==> config.mk <==
export PLATFORM = sky130hd
export DESIGN_NAME = arcr_regs
export DESIGN_NICKNAME = d
export VERILOG_FILES = /design/src/core/arcr_regs.v
export VERILOG_INCLUDE_DIRS = /design/src /design/src/core
export SDC_FILE = /design/constraint.sdc
export NUM_CORES = 1
export LEC_CHECK = 0
export BUFFER_PORTS_ARGS = -buffer_cell sky130_fd_sc_hd__buf_4
export CAP_MARGIN = 20
export CORE_ASPECT_RATIO = 1.1
export CORE_MARGIN = 3
export CORE_UTILIZATION = 50
export CTS_CLUSTER_DIAMETER = 60
export DETAILED_ROUTE_END_ITERATION = 16
export PLACE_DENSITY = 0.81
export SYNTH_ARGS = -nofsm -noshare
export SYNTH_HDL_FRONTEND = slang
export SYNTH_SLANG_ARGS = --single-unit
export TNS_END_PERCENT = 20
==> constraint.sdc <==
create_clock -name aclk -period 9.3 [get_ports aclk]
set_input_delay 1.86 -clock aclk [delete_from_list [all_inputs] [get_ports aclk]]
set_output_delay 1.86 -clock aclk [all_outputs]
set_load 0.05 [all_outputs]
==> src/core/arcr_defines.vh <==
// arcr_defines.vh: register offsets, field positions and reset values for
// the converter result and configuration register block.
// assumes inclusion by bare name from the design file under core/.
`ifndef ARCR_DEFINES_VH
`define ARCR_DEFINES_VH

// -----------------------------------------------------------------
// register byte offsets
// -----------------------------------------------------------------
`define ARCR_OFF_RESULT_HIGH 4'h0
`define ARCR_OFF_RESULT_LOW 4'h1
`define ARCR_OFF_CMP_HIGH 4'h2
`define ARCR_OFF_CMP_LOW 4'h3
`define ARCR_OFF_CONFIG 4'h4
`define ARCR_OFF_PIN_LO 4'h5
`define ARCR_OFF_CONTROL 4'h6
`define ARCR_OFF_STATUS 4'h7

// -----------------------------------------------------------------
// configuration fields
// -----------------------------------------------------------------
`define ARCR_CFG_LOW_POWER 7
`define ARCR_CFG_DIV_HI 6
`define ARCR_CFG_DIV_LO 5
`define ARCR_CFG_LONG_SAMPLE 4
`define ARCR_CFG_MODE_HI 3
`define ARCR_CFG_MODE_LO 2
`define ARCR_CFG_CLK_HI 1
`define ARCR_CFG_CLK_LO 0

// -----------------------------------------------------------------
// control and status fields
// -----------------------------------------------------------------
`define ARCR_CTL_CMP_ENABLE 0
`define ARCR_CTL_CMP_GREATER 1
`define ARCR_CTL_IRQ_ENABLE 2
`define ARCR_STS_COMPLETE 0
`define ARCR_STS_VALID 1
`define ARCR_STS_INTERLOCK 2

// -----------------------------------------------------------------
// mode codes
// -----------------------------------------------------------------
`define ARCR_MODE_8 2'h0
`define ARCR_MODE_12 2'h1
`define ARCR_MODE_10 2'h2

// -----------------------------------------------------------------
// reset values and bus response codes
// -----------------------------------------------------------------
`define ARCR_RST_BYTE 8'h00
`define ARCR_RST_CTL 3'h0
`define ARCR_RESP_OKAY 2'h0
`define ARCR_RESP_SLVERR 2'h2

`endif

==> src/core/arcr_regs.v <==
// arcr_regs.v: result, compare, configuration and pin control registers
// of a successive approximation converter, reached over AXI4-Lite.
// assumes the conversion core delivers a 12-bit result with a one-cycle
// done pulse; inputs are synchronous to aclk.
//
// Function
// - 12-bit: upper four high, lower eight low
// - 10-bit: two bits high, bits 11:10 zero
// - 8-bit: whole result low, bits 11:8 zero
// - update on completion unless compare fails
// - high read locks results until low read
// - conversions during lock are discarded
// - 8-bit mode has no read lock
// - mode change makes results invalid unless a result is stored in the same cycle
// - 12-bit compare uses four high bits
// - 10-bit compare uses compare bits 9:8
// - 8-bit compare ignores compare high
// - compare low eight bits in every mode
// - bit 7 selects low-power configuration
// - bits 6:5 divide clock by 1,2,4,8
// - bit 4 selects long sample time
// - bits 3:2 select 8/12/10-bit resolution
// - bits 1:0 select converter input clock
// - pin disable bit n frees channel n pin
// - compare active only when enabled
// - less-than, or greater-or-equal when selected
// - stored result sets complete flag, interrupt
//
// The register addresses and the AXI4-Lite slave port are this design's own decisions.
`include "arcr_defines.vh"

module arcr_regs (
    input wire aclk,
    input wire aresetn,
    input wire [3:0] s_axi_awaddr,
    input wire s_axi_awvalid,
    output reg s_axi_awready,
    input wire [31:0] s_axi_wdata,
    input wire [3:0] s_axi_wstrb,
    input wire s_axi_wvalid,
    output reg s_axi_wready,
    output reg [1:0] s_axi_bresp,
    output reg s_axi_bvalid,
    input wire s_axi_bready,
    input wire [3:0] s_axi_araddr,
    input wire s_axi_arvalid,
    output reg s_axi_arready,
    output reg [31:0] s_axi_rdata,
    output reg [1:0] s_axi_rresp,
    output reg s_axi_rvalid,
    input wire s_axi_rready,
    input wire [11:0] conv_result,
    input wire conv_done,
    output reg low_power_select,
    output reg [1:0] clock_divide_select,
    output reg long_sample_select,
    output reg [1:0] conv_mode,
    output reg [1:0] input_clock_select,
    output reg [7:0] analog_pin_disable_lo,
    output reg conversion_complete_flag,
    output reg completion_irq
);

    // -----------------------------------------------------------------
    // storage
    // -----------------------------------------------------------------
    reg [7:0] result_high;
    reg [7:0] result_low;
    reg [7:0] compare_value_high;
    reg [7:0] compare_value_low;
    reg compare_enable;
    reg compare_greater_select;
    reg completion_irq_enable;
    reg result_valid;
    reg read_lock;
    reg [3:0] aw_addr;
    reg aw_held;
    reg [7:0] w_byte;
    reg w_held;
    reg w_lane0;

    // register byte 0 of a write, lane 0 only
    function lane0_hit;
        input [3:0] addr;
        input [3:0] want;
        input [3:0] strb;
        begin
            lane0_hit = (addr == want) && strb[0];
        end
    endfunction

    // -----------------------------------------------------------------
    // compare and alignment
    // -----------------------------------------------------------------
    reg [11:0] aligned;
    reg [11:0] cmp_val;
    reg cmp_ok;
    reg store_now;
    always @* begin
        aligned = 12'h000;
        cmp_val = {compare_value_high[3:0], compare_value_low};
        case (conv_mode)
            `ARCR_MODE_12: begin
                aligned = conv_result;
            end
            `ARCR_MODE_10: begin
                aligned = {2'b00, conv_result[9:0]};
                cmp_val = {2'b00, compare_value_high[1:0],
                    compare_value_low};
            end
            default: begin
                aligned = {4'h0, conv_result[7:0]};
                cmp_val = {4'h0, compare_value_low};
            end
        endcase
        // 12-bit keeps the full four high bits
        if (compare_greater_select)
            cmp_ok = (aligned >= cmp_val);
        else
            cmp_ok = (aligned < cmp_val);
        // lock applies only outside 8-bit mode
        store_now = conv_done && (!compare_enable || cmp_ok)
            && !(read_lock && conv_mode != `ARCR_MODE_8);
    end

    // -----------------------------------------------------------------
    // bus handshake decode
    // -----------------------------------------------------------------
    wire aw_ok = aw_held | s_axi_awvalid;
    wire w_ok = w_held | s_axi_wvalid;
    wire [3:0] wa = aw_held ? aw_addr : s_axi_awaddr;
    wire [7:0] wd = w_held ? w_byte : s_axi_wdata[7:0];
    // a held byte keeps its own lane strobe so a masked write stays void
    wire [3:0] ws = w_held ? {3'h0, w_lane0} : s_axi_wstrb;
    wire do_write = aw_ok && w_ok && !s_axi_bvalid;
    wire do_read = s_axi_arvalid && s_axi_arready;
    wire cfg_wr = do_write && lane0_hit(wa, `ARCR_OFF_CONFIG, ws);
    // a mode change voids the stored results unless a result is stored in the same cycle
    wire mode_chg = cfg_wr &&
        wd[`ARCR_CFG_MODE_HI:`ARCR_CFG_MODE_LO] != conv_mode;

    // -----------------------------------------------------------------
    // write channel: address and data accepted in either order
    // -----------------------------------------------------------------
    always @(posedge aclk) begin
        if (!aresetn) begin
            s_axi_awready <= 1'b0;
            s_axi_wready <= 1'b0;
            s_axi_bvalid <= 1'b0;
            s_axi_bresp <= `ARCR_RESP_OKAY;
            aw_held <= 1'b0;
            w_held <= 1'b0;
            aw_addr <= 4'h0;
            w_byte <= `ARCR_RST_BYTE;
            w_lane0 <= 1'b0;
        end else begin
            // ready pulses one cycle when a channel is taken
            s_axi_awready <= 1'b0;
            s_axi_wready <= 1'b0;
            if (s_axi_awvalid && !aw_held && !s_axi_awready &&
                    !do_write) begin
                aw_held <= 1'b1;
                aw_addr <= s_axi_awaddr;
                s_axi_awready <= 1'b1;
            end
            if (s_axi_wvalid && !w_held && !s_axi_wready && !do_write) begin
                w_held <= 1'b1;
                w_byte <= s_axi_wstrb[0] ? s_axi_wdata[7:0] : 8'h00;
                w_lane0 <= s_axi_wstrb[0];
                s_axi_wready <= 1'b1;
            end
            if (do_write) begin
                aw_held <= 1'b0;
                w_held <= 1'b0;
                s_axi_awready <= !aw_held;
                s_axi_wready <= !w_held;
                s_axi_bvalid <= 1'b1;
                s_axi_bresp <= (wa > `ARCR_OFF_STATUS) ?
                    `ARCR_RESP_SLVERR : `ARCR_RESP_OKAY;
            end else if (s_axi_bvalid && s_axi_bready) begin
                s_axi_bvalid <= 1'b0;
            end
        end
    end

    // -----------------------------------------------------------------
    // software-written registers
    // -----------------------------------------------------------------
    always @(posedge aclk) begin
        if (!aresetn) begin
            compare_value_high <= `ARCR_RST_BYTE;
            compare_value_low <= `ARCR_RST_BYTE;
            low_power_select <= 1'b0;
            clock_divide_select <= 2'h0;
            long_sample_select <= 1'b0;
            conv_mode <= `ARCR_MODE_8;
            input_clock_select <= 2'h0;
            analog_pin_disable_lo <= `ARCR_RST_BYTE;
            {completion_irq_enable, compare_greater_select,
                compare_enable} <= `ARCR_RST_CTL;
        end else if (do_write) begin
            if (lane0_hit(wa, `ARCR_OFF_CMP_HIGH, ws))
                compare_value_high <= {4'h0, wd[3:0]};
            if (lane0_hit(wa, `ARCR_OFF_CMP_LOW, ws))
                compare_value_low <= wd;
            if (cfg_wr) begin
                low_power_select <= wd[`ARCR_CFG_LOW_POWER];
                clock_divide_select <=
                    wd[`ARCR_CFG_DIV_HI:`ARCR_CFG_DIV_LO];
                long_sample_select <= wd[`ARCR_CFG_LONG_SAMPLE];
                conv_mode <=
                    wd[`ARCR_CFG_MODE_HI:`ARCR_CFG_MODE_LO];
                input_clock_select <=
                    wd[`ARCR_CFG_CLK_HI:`ARCR_CFG_CLK_LO];
            end
            // a set bit hands the channel pin to the analog input
            if (lane0_hit(wa, `ARCR_OFF_PIN_LO, ws))
                analog_pin_disable_lo <= wd;
            if (lane0_hit(wa, `ARCR_OFF_CONTROL, ws)) begin
                compare_enable <= wd[`ARCR_CTL_CMP_ENABLE];
                compare_greater_select <= wd[`ARCR_CTL_CMP_GREATER];
                completion_irq_enable <= wd[`ARCR_CTL_IRQ_ENABLE];
            end
        end
    end

    // -----------------------------------------------------------------
    // result capture, lock and completion flag
    // -----------------------------------------------------------------
    wire rd_high = do_read && s_axi_araddr == `ARCR_OFF_RESULT_HIGH;
    wire rd_low = do_read && s_axi_araddr == `ARCR_OFF_RESULT_LOW;
    always @(posedge aclk) begin
        if (!aresetn) begin
            result_high <= `ARCR_RST_BYTE;
            result_low <= `ARCR_RST_BYTE;
            result_valid <= 1'b0;
            read_lock <= 1'b0;
            conversion_complete_flag <= 1'b0;
            completion_irq <= 1'b0;
        end else begin
            if (store_now) begin
                result_high <= {4'h0, aligned[11:8]};
                result_low <= aligned[7:0];
                result_valid <= 1'b1;
            end else if (mode_chg) begin
                result_valid <= 1'b0;
            end
            // low read releases the lock; a high read in the same cycle
            // cannot happen since reads are one at a time
            if (rd_low)
                read_lock <= 1'b0;
            else if (rd_high && conv_mode != `ARCR_MODE_8)
                read_lock <= 1'b1;
            // set wins over the clear made by reading the low result
            if (store_now)
                conversion_complete_flag <= 1'b1;
            else if (rd_low)
                conversion_complete_flag <= 1'b0;
            completion_irq <= completion_irq_enable &&
                (store_now || (conversion_complete_flag && !rd_low));
        end
    end

    // -----------------------------------------------------------------
    // read channel: one cycle from address to data
    // -----------------------------------------------------------------
    always @(posedge aclk) begin
        if (!aresetn) begin
            s_axi_arready <= 1'b0;
            s_axi_rvalid <= 1'b0;
            s_axi_rdata <= 32'h00000000;
            s_axi_rresp <= `ARCR_RESP_OKAY;
        end else begin
            s_axi_arready <= s_axi_arvalid && !s_axi_arready &&
                !s_axi_rvalid;
            if (do_read) begin
                s_axi_rvalid <= 1'b1;
                s_axi_rresp <= `ARCR_RESP_OKAY;
                case (s_axi_araddr)
                    `ARCR_OFF_RESULT_HIGH: s_axi_rdata <= {24'h0, result_high};
                    `ARCR_OFF_RESULT_LOW: s_axi_rdata <= {24'h0, result_low};
                    `ARCR_OFF_CMP_HIGH:
                        s_axi_rdata <= {24'h0, compare_value_high};
                    `ARCR_OFF_CMP_LOW:
                        s_axi_rdata <= {24'h0, compare_value_low};
                    `ARCR_OFF_CONFIG: s_axi_rdata <= {24'h0,
                        low_power_select, clock_divide_select,
                        long_sample_select, conv_mode, input_clock_select};
                    `ARCR_OFF_PIN_LO:
                        s_axi_rdata <= {24'h0, analog_pin_disable_lo};
                    `ARCR_OFF_CONTROL: s_axi_rdata <= {29'h0,
                        completion_irq_enable, compare_greater_select,
                        compare_enable};
                    `ARCR_OFF_STATUS: s_axi_rdata <= {29'h0, read_lock,
                        result_valid, conversion_complete_flag};
                    default: begin
                        s_axi_rdata <= 32'h00000000;
                        s_axi_rresp <= `ARCR_RESP_SLVERR;
                    end
                endcase
            end else if (s_axi_rvalid && s_axi_rready) begin
                s_axi_rvalid <= 1'b0;
            end
        end
    end

endmodule

== Word level (Yosys, flattened, before mapping) ==
Cells that the tools add are included.

* Order comparisons: 3
* Equality and inequality tests: 15
* Muxes and demuxes: 22
* Bitwise operators: 3
* Reductions and logical operators: 55

{| class="wikitable"
|+ Operators by type and width
! cell !! number
|-
| case mux 8 bit (8 select lines) || 1
|-
| case mux 12 bit (2 select lines) || 2
|-
| == test 4 x 3 -> 1 bit (second input constant) || 7
|-
| logical AND 1 bit || 28
|-
| == test 4 x 2 -> 1 bit (second input constant) || 4
|-
| 2-to-1 mux 8 bit || 2
|-
| 2-to-1 mux 1 bit || 14
|-
| >= comparator 12 bit || 1
|-
| < comparator 12 bit || 1
|-
| logical NOT 1 bit || 11
|-
| AND reduction 2 bit || 5
|-
| nonzero test 2 bit || 5
|-
| OR reduction 8 bit || 1
|-
| == test 4 x 1 -> 1 bit (second input constant) || 1
|-
| greater-than comparator 4 x 3 -> 1 bit (second input constant) || 1
|-
| logical NOT 4 bit || 1
|-
| 2-to-1 mux 2 bit || 2
|-
| 2-to-1 mux 4 bit || 1
|-
| OR reduction 2 bit || 2
|-
| == test 2 x 1 -> 1 bit (second input constant) || 1
|-
| == test 2 bit (second input constant) || 1
|-
| logical OR 1 bit || 2
|-
| inequality test 2 bit || 1
|-
| OR 1 bit || 2
|-
| inverter 1 bit || 1
|}

* Flip-flop bits (word level): 103
* Input bits: 64
* Output and inout bits: 59
* Logic and storage cells: 128

== Longest topological paths before layout ==
Gate-level depths: netlist of the first run.

* Word-level depth: 9
* Depth in mapped cells: 13
* Depth with buffers taken out: 11

== Worst setup path after synthesis of the first run ==
Ideal clock, no wire load.

* Path kind: in2reg
* Start point: input conv_result[10]
* End point: register conversion_complete_flag
* Setup time: 115 ps
* Arrival time: 3831 ps
* Data required time: 9185 ps
* Slack: 5355 ps
* Cell stages on the path: 10
* Path buffers: 2
* Cells stage by stage: and2_1 ha_1 nand4_1 a311oi_1 a2111oi_1 mux2_1 o21a_1 buf_6 buf_12 o21a_1

* Longest elaborated chain between the ends: 7
* Elaborated cells on any way between the ends: 9

{| class="wikitable"
|+ RTL lines
! what !! RTL line !! text
|-
| start: declaration || arcr_regs.v:52 || <nowiki>input wire [11:0] conv_result,</nowiki>
|-
| case mux 12 bit (2 select lines) * || arcr_regs.v:102 || <nowiki>case (conv_mode)</nowiki>
|-
| < comparator 12 bit or >= comparator 12 bit (tied branches) || arcr_regs.v:120, arcr_regs.v:118 ||
|-
| 2-to-1 mux 1 bit * || arcr_regs.v:117 || <nowiki>if (compare_greater_select)</nowiki>
|-
| logical OR 1 bit * || arcr_regs.v:122 || <nowiki>store_now = conv_done && (!compare_enable || cmp_ok)</nowiki>
|-
| logical AND 1 bit * (2 in a row) || arcr_regs.v:122 ||
|-
| 2-to-1 mux 1 bit or nonzero test 2 bit (tied branches) || n/a ||
|-
| end signal: assignment || arcr_regs.v:238 || <nowiki>conversion_complete_flag <= 1'b0;</nowiki>
|-
| end signal: assignment || arcr_regs.v:256 || <nowiki>conversion_complete_flag <= 1'b1;</nowiki>
|-
| end signal: assignment || arcr_regs.v:258 || <nowiki>conversion_complete_flag <= 1'b0;</nowiki>
|-
| end: declaration || arcr_regs.v:60 || <nowiki>output reg conversion_complete_flag,</nowiki>
|}

Mark *: on every way between the ends. The rest lies on a longest branch, timed or not.
A chain may end at the register's enable or synchronous reset.

== Final worst setup path of the first run ==
* Start point: input conv_result[8]
* End point: register completion_irq

* Longest elaborated chain between the ends: 8
* Elaborated cells on any way between the ends: 9

{| class="wikitable"
|+ RTL lines
! what !! RTL line !! text
|-
| case mux 12 bit (2 select lines) * || arcr_regs.v:102 ||
|-
| named net aligned[8] || arcr_regs.v:95 || <nowiki>reg [11:0] aligned;</nowiki>
|-
| < comparator 12 bit or >= comparator 12 bit (tied branches) || arcr_regs.v:120, arcr_regs.v:118 ||
|-
| 2-to-1 mux 1 bit * || arcr_regs.v:117 ||
|-
| logical OR 1 bit * || arcr_regs.v:122 ||
|-
| logical AND 1 bit * (2 in a row) || arcr_regs.v:122 ||
|-
| logical OR 1 bit * || arcr_regs.v:260 || <nowiki>(store_now || (conversion_complete_flag && !rd_low));</nowiki>
|-
| logical AND 1 bit * || arcr_regs.v:259 || <nowiki>completion_irq <= completion_irq_enable &&</nowiki>
|-
| end signal: assignment || arcr_regs.v:259 ||
|-
| end: declaration || arcr_regs.v:61 || <nowiki>output reg completion_irq</nowiki>
|}

The timed path passes the listed nets; every way through them passes the cells marked *.

==> results.md, run 1 <==
* Status: complete, no violations
* Max cap viols at 0
* Setup Viol. Count Final at 0
* Slew @ Worst Pin at 0.867 ns
* CTS Hold Bufs at 0
* Share of the clock period used by the worst path at 44.2%
* Final Hold Violating Endpoints at 0
* H-tree depth at 3
* Finished Layout Cells at 601
* Hpwl dp at 6.84 mm
* Synth Area per Inst at 9.24 um2
* Setup CP Type: input pin to flop
* Sink Count at 77
* Met2 routed WL at 4.38 mm
* Vias/cell at 5.35
* TritonCTS Buffers at 9
* ANT cells at 0
* Nature of the critical path endpoint: flop
* Worst Path Max Fanout at 14
* CTS tree: yes
* Clk_lat worst skew at 0.35 ns
* Port buffer count at 69
* Remaining antenna violation count after routing at 0
* Antenna violations before repair at 0
* Min setup slack post-route at 5.19 ns
* DP Worst Slack at 4.84 ns
* F_max at 243 MHz
* Combinational share of power at 17.1%
* Seq. cell area at 1540 um2
* Fin Setup TNS at 0 ns
* FILL cells at 644
* Seq cells post-synth at 77
* Switching power at 0.217 mW
* Maximum clock insertion buffer count at 2
* PwrDens at 158 nW/um2
* Clock transition at path regs at 0.08 ns
* Net Sw Frac at 29.7%
* Sequential power share at 47.9%
* Worst vdd ir at 104 uV
* Post-CTS Setup Inserts at 0
* Most common cell after layout, fill and taps aside: dfxtp_1
* Nets at 570
* Synthesized area at 4030 um2
* Top sig layer: met4
* Worst Path Required at 9.54 ns
* Synthesized instance count at 436
* Core area at 7640 um2
* Number of synthesized flops with an enable pin at 0
* YS warnings at 0
* Fin crit period at 4.11 ns
* M1 wire length at 3.90 mm
* Leakage at 2.12 nW
* Initial Utilization at 52.7%
* HP Class: flop to flop
* Post_cts resized at 0
* RSZ-0062 raised after global routing: no
* Async S/R FF share, synth at 0%
* Die area at 9170 um2
* Inst Count DP at 585
* Area of the multi-input gates at 2170 um2
* Total Wirelength at 9.13 mm
* Max-slew violation count at 0
* First-pass DRT Iterations at 4
* Skew final at 0.00994 ns
* Clock power frac at 35.0%
* CTS root buf: clkbuf_8
* Seq/Total Area, Yosys at 38.3%
* Startpoint Class: input pin
* Die Y at 100 um
* Vias in the first global route at 3017
* Design Area, Final at 4620 um2
* Post-synth cell types at 55
* I/O pins at 123
* Layout cells sized above 1 at 22.4%
* Cell row count at 33
* Largest net degree at the start of global routing at 51
* Die X at 91.6 um
* Worst Path Arrival at 4.36 ns
* DRC at 0
* Commonest non-fill, non-tap cells in the layout: dfxtp_1, buf_4, mux2i_1
* GR Overflow Total at 0
* Post-DR wirelength/cell at 15.2 um
* Length of routed met3 wiring at 686 um
* Core Util, Final at 60.5%
* Slew HR at 42.1%
* Via count at 3213
* Placed cell area at 4420 um2
* First-pass GRT wire length at 14.6 mm
* Initial drt markers at 156
* Int Power at 0.513 mW
* Gpl congestion at 0.831
* Layout area overhead at 14.7%
* Most used flip-flop cell after synthesis: dfxtp_1
* Total GRT Usage at 20.1%
* Reg2reg setup slack at 5.71 ns
==> kinds of logic after synthesis <==
| kind of cell | synth area share [%] |
|---|---|
| buf+inv | 10.2 |
| other cells | 0.0931 |
| flops | 38.3 |
| xor+xnor | 0.435 |
| fa+ha+maj | 4.66 |
| simple gates | 16.2 |
| mux | 19.1 |
| compound gates | 11.1 |
==> registers in the layout, summed over array words and instances, names as in the netlist, 2 cells and up <==
name and count:
result_high 4, aw_addr 4, conv_mode 2, compare_value_low 8
result_low 8, analog_pin_disable_lo 8, s_axi_rdata 8, w_byte 8
compare_value_high 4, input_clock_select 2, clock_divide_select 2
==> worst paths after layout <==
path | from | to | cells past startpoint
setup / recovery | conv_result[8] | completion_irq | 9
hold / removal | w_byte[5] | w_byte[5] | 2
setup reg to reg | conv_mode[1] | completion_irq | 11
hold reg to reg | w_byte[5] | w_byte[5] | 2
==> cell usage after synthesis (3+ instances only) <==
| cell type | instances | area [um2] |
|---|---|---|
| inv_1 | 15 | 56.3 |
| o211a_1 | 5 | 50.1 |
| mux2_2 | 13 | 146 |
| o21a_1 | 3 | 22.5 |
| buf_4 | 27 | 203 |
| a211oi_1 | 10 | 75.1 |
| mux2i_1 | 52 | 521 |
| nand3_1 | 12 | 60.1 |
| buf_1 | 3 | 11.3 |
| mux4_2 | 4 | 90.1 |
| nor2b_1 | 6 | 37.5 |
| nand4_1 | 3 | 18.8 |
| buf_6 | 4 | 45.0 |
| ha_1 | 15 | 188 |
| nor2_1 | 44 | 165 |
| o221ai_1 | 4 | 35.0 |
| clkbuf_1 | 10 | 37.5 |
| a22oi_1 | 4 | 30.0 |
| buf_2 | 3 | 15.0 |
| a21oi_1 | 18 | 90.1 |
| dfxtp_1 | 77 | 1540 |
| and2_1 | 8 | 50.1 |
| o21ai_0 | 6 | 30.0 |
| nand2b_1 | 4 | 25.0 |
| nand2_1 | 50 | 188 |
==> through the flow <==
| stage | hold slack [ns] | power [mW] |
|---|---|---|
| after CTS | 0.452 | 0.733 |
| after floorplan | 0.428 | 0.460 |
| after global routing | 0.480 | 0.758 |
| after global placement | 0.434 | 0.479 |
| final | 0.455 | 0.730 |
| after detailed placement | 0.440 | 0.481 |
==> critical path, cell delays in order <==
cell and delay, ns:
buf_4 0.11, and2_1 0.16, ha_1 0.31, nand4_1 0.15
a311oi_1 0.06, a2111oi_1 0.47, mux2_1 0.40, o21a_1 0.47
o211a_1 0.34
==> final cells by class <==
type	instances	area share, %
repair buffers	69	11.2
well taps	105	2.84
clock inverters	6	1.35
flip-flops and latches	77	33.4
clock buffers	10	2.98
inverters	16	1.30
multi-input cells	318	47.0
==> layer usage <==
layer,vias up,GRT usage (%)
met2,112,33.7
met4,0,8.00
met5,-,0
li1,1574,-
met3,12,5.10
met1,1515,24.8
==> power by group through the flow <==
| stage | clock, mW | combinational, mW | sequential (mW) |
|---|---|---|---|
| finish | 0.256 | 0.124 | 0.350 |
| global route | 0.273 | 0.134 | 0.352 |
| CTS | 0.259 | 0.125 | 0.350 |
| detailed placement | 0 | 0.124 | 0.357 |
| global placement | 0 | 0.122 | 0.357 |
| floorplan | 0 | 0.0917 | 0.368 |
Power figures use the tool's default switching activity.
==> run 2, diff against run 1 <==
--- a/config.mk
+++ b/config.mk
@@ -6,6 +6,7 @@
 export SDC_FILE = /design/constraint.sdc
 export NUM_CORES = 1
 export LEC_CHECK = 0
+export ABC_AREA = 1
 export BUFFER_PORTS_ARGS = -buffer_cell sky130_fd_sc_hd__buf_4
 export CAP_MARGIN = 20
 export CORE_ASPECT_RATIO = 1.1
==> constraint.sdc (replaced) <==
create_clock -name aclk -period 4.3 [get_ports aclk]
set_input_delay 0.86 -clock aclk [delete_from_list [all_inputs] [get_ports aclk]]
set_output_delay 0.86 -clock aclk [all_outputs]
set_load 0.05 [all_outputs]
==> run 2 against run 1 <==
  * Power increased by 110%
  * Highest routed layer unchanged
  * Critical path depth increased by 9
  * Critical path type is now flop to flop
  * Critical endpoint unchanged
  * Design area grew 1.2%
  * Via count increased by 15%
  * Synthesized cell count grew 30%
  * Sequential share of layout area down 0.38 points
==> results.md, run 2 <==
* Status: complete, no violations
* Core area at 7680 um2 (+0.54%)
* Fin Setup TNS at 0 ns (unchanged)
* Clk_lat worst skew at 0.36 ns (about the same)
* Async S/R FF share, synth at 0% (unchanged)
* Nature of the critical path endpoint: flop
* FILL cells at 742 (+15%)
* Post-synth cell types at 36 (-35%)
* Synth top cells by count: nand2_1, dfxtp_1, inv_1
* Leakage at 2.11 nW (-0.42%)
* Area of the multi-input gates at 2000 um2 (-7.7%)
* Max cap viols at 0 (unchanged)
* Post_cts resized at 0 (unchanged)
* Cell row count at 33 (unchanged)
* Post-DR wirelength/cell at 13.3 um (-13%)
* Top-area cell type share of the netlist area at 38.1% (-0.19 points)
* Most common cell after layout, fill and taps aside: nand2_1
* Worst vdd ir at 266 uV (+160%)
* Setup CP Type: flop to flop
* Slew @ Worst Pin at 0.759 ns (-0.108 ns)
* Share of the clock period used by the worst path at 74.1%
* Antenna violations before repair at 0 (unchanged)
* Post-CTS Setup Inserts at 0 (unchanged)
* Layout cells sized above 1 at 17.0% (-5.4 points)
* Skew final at 0.0146 ns (+0.00465 ns)
* TritonCTS Buffers at 9 (unchanged)
* CTS root buf: clkbuf_8
* CP cell instances: inv_1 > ha_1 > o21ai_0 > inv_1 > nand2_1 > inv_1 > ha_1 > nand2_1 > inv_1 > nand2_1 > nor2_1 > nand2_1 > nand4_1 > nand2_1 > inv_1 > nand2_1 > nand3_1 > a21oi_1
* Most used flip-flop cell after synthesis: dfxtp_1
* Most instantiated library cell after synthesis: nand2_1
* Synthesized area at 4050 um2 (+0.50%)
* Most common cell on crit path: nand2_1
* Slew HR at 49.3% (+7.2 points)
* H-tree depth at 3 (unchanged)
* First-pass DRT Iterations at 4 (unchanged)
* Die area at 9210 um2 (+0.47%)
* Reg2reg setup slack at 1.12 ns (-4.59 ns)
* Fin crit period at 3.18 ns
* Number of synthesized flops with an enable pin at 0 (unchanged)
* Biggest area consumer among synthesized cells: dfxtp_1
* Synth area leaders: dfxtp_1, nand2_1, a21oi_1
* Synth Area per Inst at 7.17 um2 (-22%)
* Maximum clock insertion buffer count at 2 (unchanged)
* Sink Count at 77 (unchanged)
* Die Y at 100 um (+0.23%)
* Startpoint Class: flop
* Port buffer count at 69 (unchanged)
* Max-slew violation count at 0 (unchanged)
* Gpl congestion at 0.899 (+8.3%)
* Commonest non-fill, non-tap cells in the layout: nand2_1, dfxtp_1, inv_1
* Seq/Total Area, Yosys at 38.1% (-0.19 points)
* Seq. cell area at 1540 um2 (unchanged)
* Initial drt markers at 152 (-2.6%)
* Crit-path max cell delay at 0.55 ns (+0.08 ns)
* Total GRT Usage at 22.0% (+1.9 points)
* First-pass GRT wire length at 16.3 mm (+11%)
* Final Hold Violating Endpoints at 0 (unchanged)
* Hpwl dp at 7.49 mm (+9.6%)
* Clock transition at path regs at 0.08 ns (about the same)
* Layout area overhead at 15.5%
* DRC at 0 (unchanged)
* Worst Path Required at 4.58 ns (-4.96 ns)
* I/O pins at 123 (unchanged)
* GR Overflow Total at 0 (unchanged)
* Worst Path Max Fanout at 24 (+10)
* PwrDens at 336 nW/um2 (+110%)
* YS warnings at 0 (unchanged)
* Remaining antenna violation count after routing at 0 (unchanged)
* Seq cells post-synth at 77 (unchanged)
* Via count at 3691 (+15%)
* CTS Hold Bufs at 0 (unchanged)
* ANT cells at 0 (unchanged)
* Worst Path Arrival at 3.47 ns (-0.89 ns)
* F_max at 314 MHz
* HP Class: flop to flop
* Die X at 91.8 um (+0.23%)
* Final Power at 1.57 mW (+110%)
* Total Wirelength at 9.75 mm (+6.8%)
* Setup Viol. Count Final at 0 (unchanged)
* Synthesized instance count at 565 (+30%)
* RSZ-0062 raised after global routing: no
* Largest net degree at the start of global routing at 55 (+7.8%)
* Vias in the first global route at 3484 (+15%)
* Vias/cell at 5.02 (-6.1%)
* Initial Utilization at 52.7% (about the same)
* CTS tree: yes
* Slowest CP cell: nand2_1
* Nets at 704 (+24%)
==> run 2: changes by cell type after synthesis, sizes merged, moves of 14 or more <==
cell | before | now
nand2 | 52 | 117
inv | 16 | 76
a21oi | 18 | 70
mux2i | 52 | 1
o21ai | 6 | 56
mux2 | 14 | 0
==> run 2: critical path: cells and delay by family (launching register included) <==
family | cells | cell delay [ns]
compound gates | 2 | 0.42
simple gates | 9 | 1.38
buf+inv | 5 | 0.35
flops | 1 | 0.38
fa+ha+maj | 2 | 0.58
==> run 2: path summary, 6_finish.rpt <==
path | start | to | cells past startpoint
max | conv_mode[1] | completion_irq | 18
min | s_axi_rvalid | s_axi_arready | 1
max reg2reg | conv_mode[1] | completion_irq | 18
min reg2reg | s_axi_rvalid | s_axi_arready | 1
==> run 2: final cells by class <==
class / count / share of cell area, %
tap: 105 / 2.81
inverter: 76 / 6.10
sequential: 77 / 33.0
timing repair buffer: 71 / 11.4
multi-input combinational: 390 / 42.9
clock inverter: 7 / 1.20
clock buffer: 9 / 2.65
==> run 2: report_power, final <==
group	switching, mW	leakage [nW]	internal [mW]	total [mW]
clock	0.290	0.0906	0.216	0.506
sequential	0.0219	0.627	0.743	0.765
combinational	0.212	1.40	0.0856	0.298
total	0.524	2.11	1.05	1.57
==> run 2: cells by family after synthesis <==
| kind of cell | after synthesis | share of synthesized area (%) |
|---|---|---|
| fa+ha+maj | 15 | 4.64 |
| other cells | 1 | 0.0926 |
| xor+xnor | 1 | 0.216 |
| buf+inv | 123 | 14.7 |
| mux | 1 | 0.340 |
| flops | 77 | 38.1 |
| simple gates | 205 | 23.4 |
| compound gates | 142 | 18.5 |
==> run 2: metal layers <==
| metal | up-vias | global-route usage [%] | share of wire (%) |
|---|---|---|---|
| met5 | - | 0 | 0 |
| met4 | 0 | 10.5 | 2.4 |
| met3 | 21 | 4.65 | 5.9 |
| met2 | 119 | 36.3 | 49 |
| met1 | 1641 | 27.5 | 42 |
| li1 | 1910 | - | - |
==> run 2: through the flow <==
step	hold slack [ns]	area (um2)	setup WS [ns]	std cells	utilization, %
after detailed placement	0.444	4500	1.14	719	58.5
after CTS	0.457	4680	1.11	735	60.9
after floorplan	0.427	4140	1.54	590	-
after global placement	0.430	4500	1.24	719	58.5
after global routing	0.471	4680	0.651	735	60.9
final	0.454	4680	1.12	735	60.9
==> run 3, diff against run 2 <==
==> constraint.sdc (replaced) <==
create_clock -name aclk -period 3 [get_ports aclk]
set_input_delay 0.6 -clock aclk [delete_from_list [all_inputs] [get_ports aclk]]
set_output_delay 0.6 -clock aclk [all_outputs]
set_load 0.05 [all_outputs]
==> run 3 against run 2 <==
  * Register-to-register slack worse by 0.79 ns
  * Global-route usage is 0.31 points lower
  * Die area stayed put
  * Fmax is 19% higher
  * Largest power group unchanged
  * Wire length is 1.7% higher
  * Design area is 0.96% higher
  * Worst hold slack worse by 0.0066 ns
==> results.md, run 3 (synthesis results as in run 2) <==
* Most common cell on crit path: nand2_1
* Post-CTS Setup Inserts at 0 (unchanged)
* Slowest CP cell: dfxtp_1
* Vias/cell at 5.06 (+0.70%)
* Skew final at 0.0142 ns (-0.000429 ns)
* Vias in the first global route at 3439 (-1.3%)
* Maximum clock insertion buffer count at 2 (unchanged)
* Clock transition at path regs at 0.09 ns (about the same)
* Layout area overhead at 16.6%
* Setup CP Type: flop to flop
* Leakage at 2.13 nW (+0.71%)
* Core area at 7680 um2 (unchanged)
* Most common cell after layout, fill and taps aside: nand2_1
* Hold Path Cell Cnt at 1 (unchanged)
* DP Worst Slack at 0.184 ns (-0.952 ns)
* Final Hold Violating Endpoints at 0 (unchanged)
* Nature of the critical path endpoint: flop
* DRC at 0 (unchanged)
* F_max at 374 MHz (+19%)
* Fin Setup TNS at 0 ns (unchanged)
* Net Sw Frac at 32.2% (-1.2 points)
* CTS tree: yes
* Max cap viols at 0 (unchanged)
* Max-slew violation count at 0 (unchanged)
* Largest net degree at the start of global routing at 54 (-1.8%)
* Via count at 3732 (+1.1%)
* GR Overflow Total at 0 (unchanged)
* Gpl congestion at 0.923 (+2.6%)
* Int Power at 1.58 mW (+51%)
* Fin crit period at 2.67 ns (-0.510 ns)
* PwrDens at 493 nW/um2 (+47%)
* Switching power at 0.749 mW (+43%)
* Clk_lat worst skew at 0.35 ns (about the same)
* Startpoint Class: flop
* Port buffer count at 69 (unchanged)
* CTS Hold Bufs at 0 (unchanged)
* Antenna violations before repair at 0 (unchanged)
* Worst vdd ir at 314 uV (+18%)
* Min setup slack post-route at 0.326 ns (-0.790 ns)
* Post-DR wirelength/cell at 13.4 um (+1.3%)
* Remaining antenna violation count after routing at 0 (unchanged)
* ANT cells at 0 (unchanged)
* Worst Path Max Fanout at 18 (-25%)
* Setup Viol. Count Final at 0 (unchanged)
* First-pass GRT wire length at 16.1 mm (-1.2%)
* Worst Path Required at 3.24 ns (-1.34 ns)
* Hpwl dp at 7.51 mm (+0.28%)
* Nets at 707 (+0.43%)
* HP Class: flop to flop
* Status: complete, no violations
* I/O pins at 123 (unchanged)
* Clock power frac at 34.5% (+2.2 points)
* H-tree depth at 3 (unchanged)
* Final Power at 2.33 mW (+48%)
* First-pass DRT Iterations at 5 (+1)
* Core Util, Final at 61.5% (+0.59 points)
* Combinational share of power at 18.4% (-0.6 points)
* Sink Count at 77 (unchanged)
* Share of the clock period used by the worst path at 89.1% (+15 points)
* Total Wirelength at 9.92 mm (+1.7%)
* CP cell instances: inv_1 > ha_1 > o21ai_1 > inv_1 > nand2_1 > inv_1 > ha_1 > nand2_1 > inv_1 > nand2_1 > nor2_1 > nand2_1 > nand4_1 > nand2_1 > inv_1 > nand2_1 > buf_4 > nand3_1 > nand2_1 > nor2_1
* R2R cell count at 20 (+2)
* Crit-path max cell delay at 0.41 ns (-0.14 ns)
* Cell row count at 33 (unchanged)
* Initial drt markers at 226 (+49%)
* Total GRT Usage at 21.7% (-0.31 points)
* Slew @ Worst Pin at 0.779 ns (+0.0202 ns)
* TritonCTS Buffers at 9 (unchanged)
* Post_cts resized at 0 (unchanged)
* Commonest non-fill, non-tap cells in the layout: nand2_1, dfxtp_1, buf_4
* Die area at 9210 um2 (unchanged)
* Initial Utilization at 52.7% (unchanged)
* Worst Path Arrival at 2.92 ns (-0.55 ns)
* CTS root buf: clkbuf_8
* Slew HR at 48.0% (-1.3 points)
* RSZ-0062 raised after global routing: no
* Die X at 91.8 um (unchanged)
* Die Y at 100 um (unchanged)
* Layout cells sized above 1 at 17.5% (+0.55 points)
* Sequential power share at 47.1% (-1.7 points)
[run 3: critical path, delay by kind of cell, from the launching register on]
kind / cells / cell delay [ns]
buffers and inverters: 6 / 0.59
flip-flops: 1 / 0.41
AND/OR/NAND/NOR: 11 / 0.88
AO/OA/AOI/OAI: 1 / 0.09
adder cells (fa/ha/maj): 2 / 0.60
[run 3: worst paths after layout]
path	slack (ns)	start	endpoint
max reg2reg	0.33	conv_mode[0]	result_low[0]
min	0.45	s_axi_arready	s_axi_arready
max	0.33	conv_mode[0]	result_low[0]
min reg2reg	0.45	s_axi_arready	s_axi_arready
[run 3: power by group through the flow]
stage / Sequential (mW) / Combinational [mW] / Clock, mW
after global routing: 1.10 / 0.470 / 0.851
final: 1.10 / 0.428 / 0.804
after global placement: 1.12 / 0.418 / 0
after floorplan: 1.16 / 0.306 / 0
after CTS: 1.10 / 0.427 / 0.809
after detailed placement: 1.12 / 0.427 / 0
[run 3: layout make-up]
class                   instances  area, um2
multi-input cells             390       2010
fillers                       718       2960
inverters                      76        285
repair buffers                 74        556
clock inverters                 6       71.3
well taps                     105        131
clock buffers                  10        128
flip-flops and latches         77       1540
[run 3: metrics by stage]
stage                     hold slack (ns)  std cells  instance area (um2)
after global routing                0.484        738                 4720
after floorplan                     0.427        590                 4140
after detailed placement            0.436        722                 4520
after CTS                           0.449        738                 4720
final                               0.447        738                 4720
after global placement              0.430        722                 4520
[run 3: per-layer routing]
metal  up-vias  routed length [um]  global-route usage, %
li1       1912                   -                      -
met1      1672                4240                   26.7
met2       133                4830                   37.8
met3        15                 628                   3.82
met4         0                 216                   8.34
met5         -                   0                      0
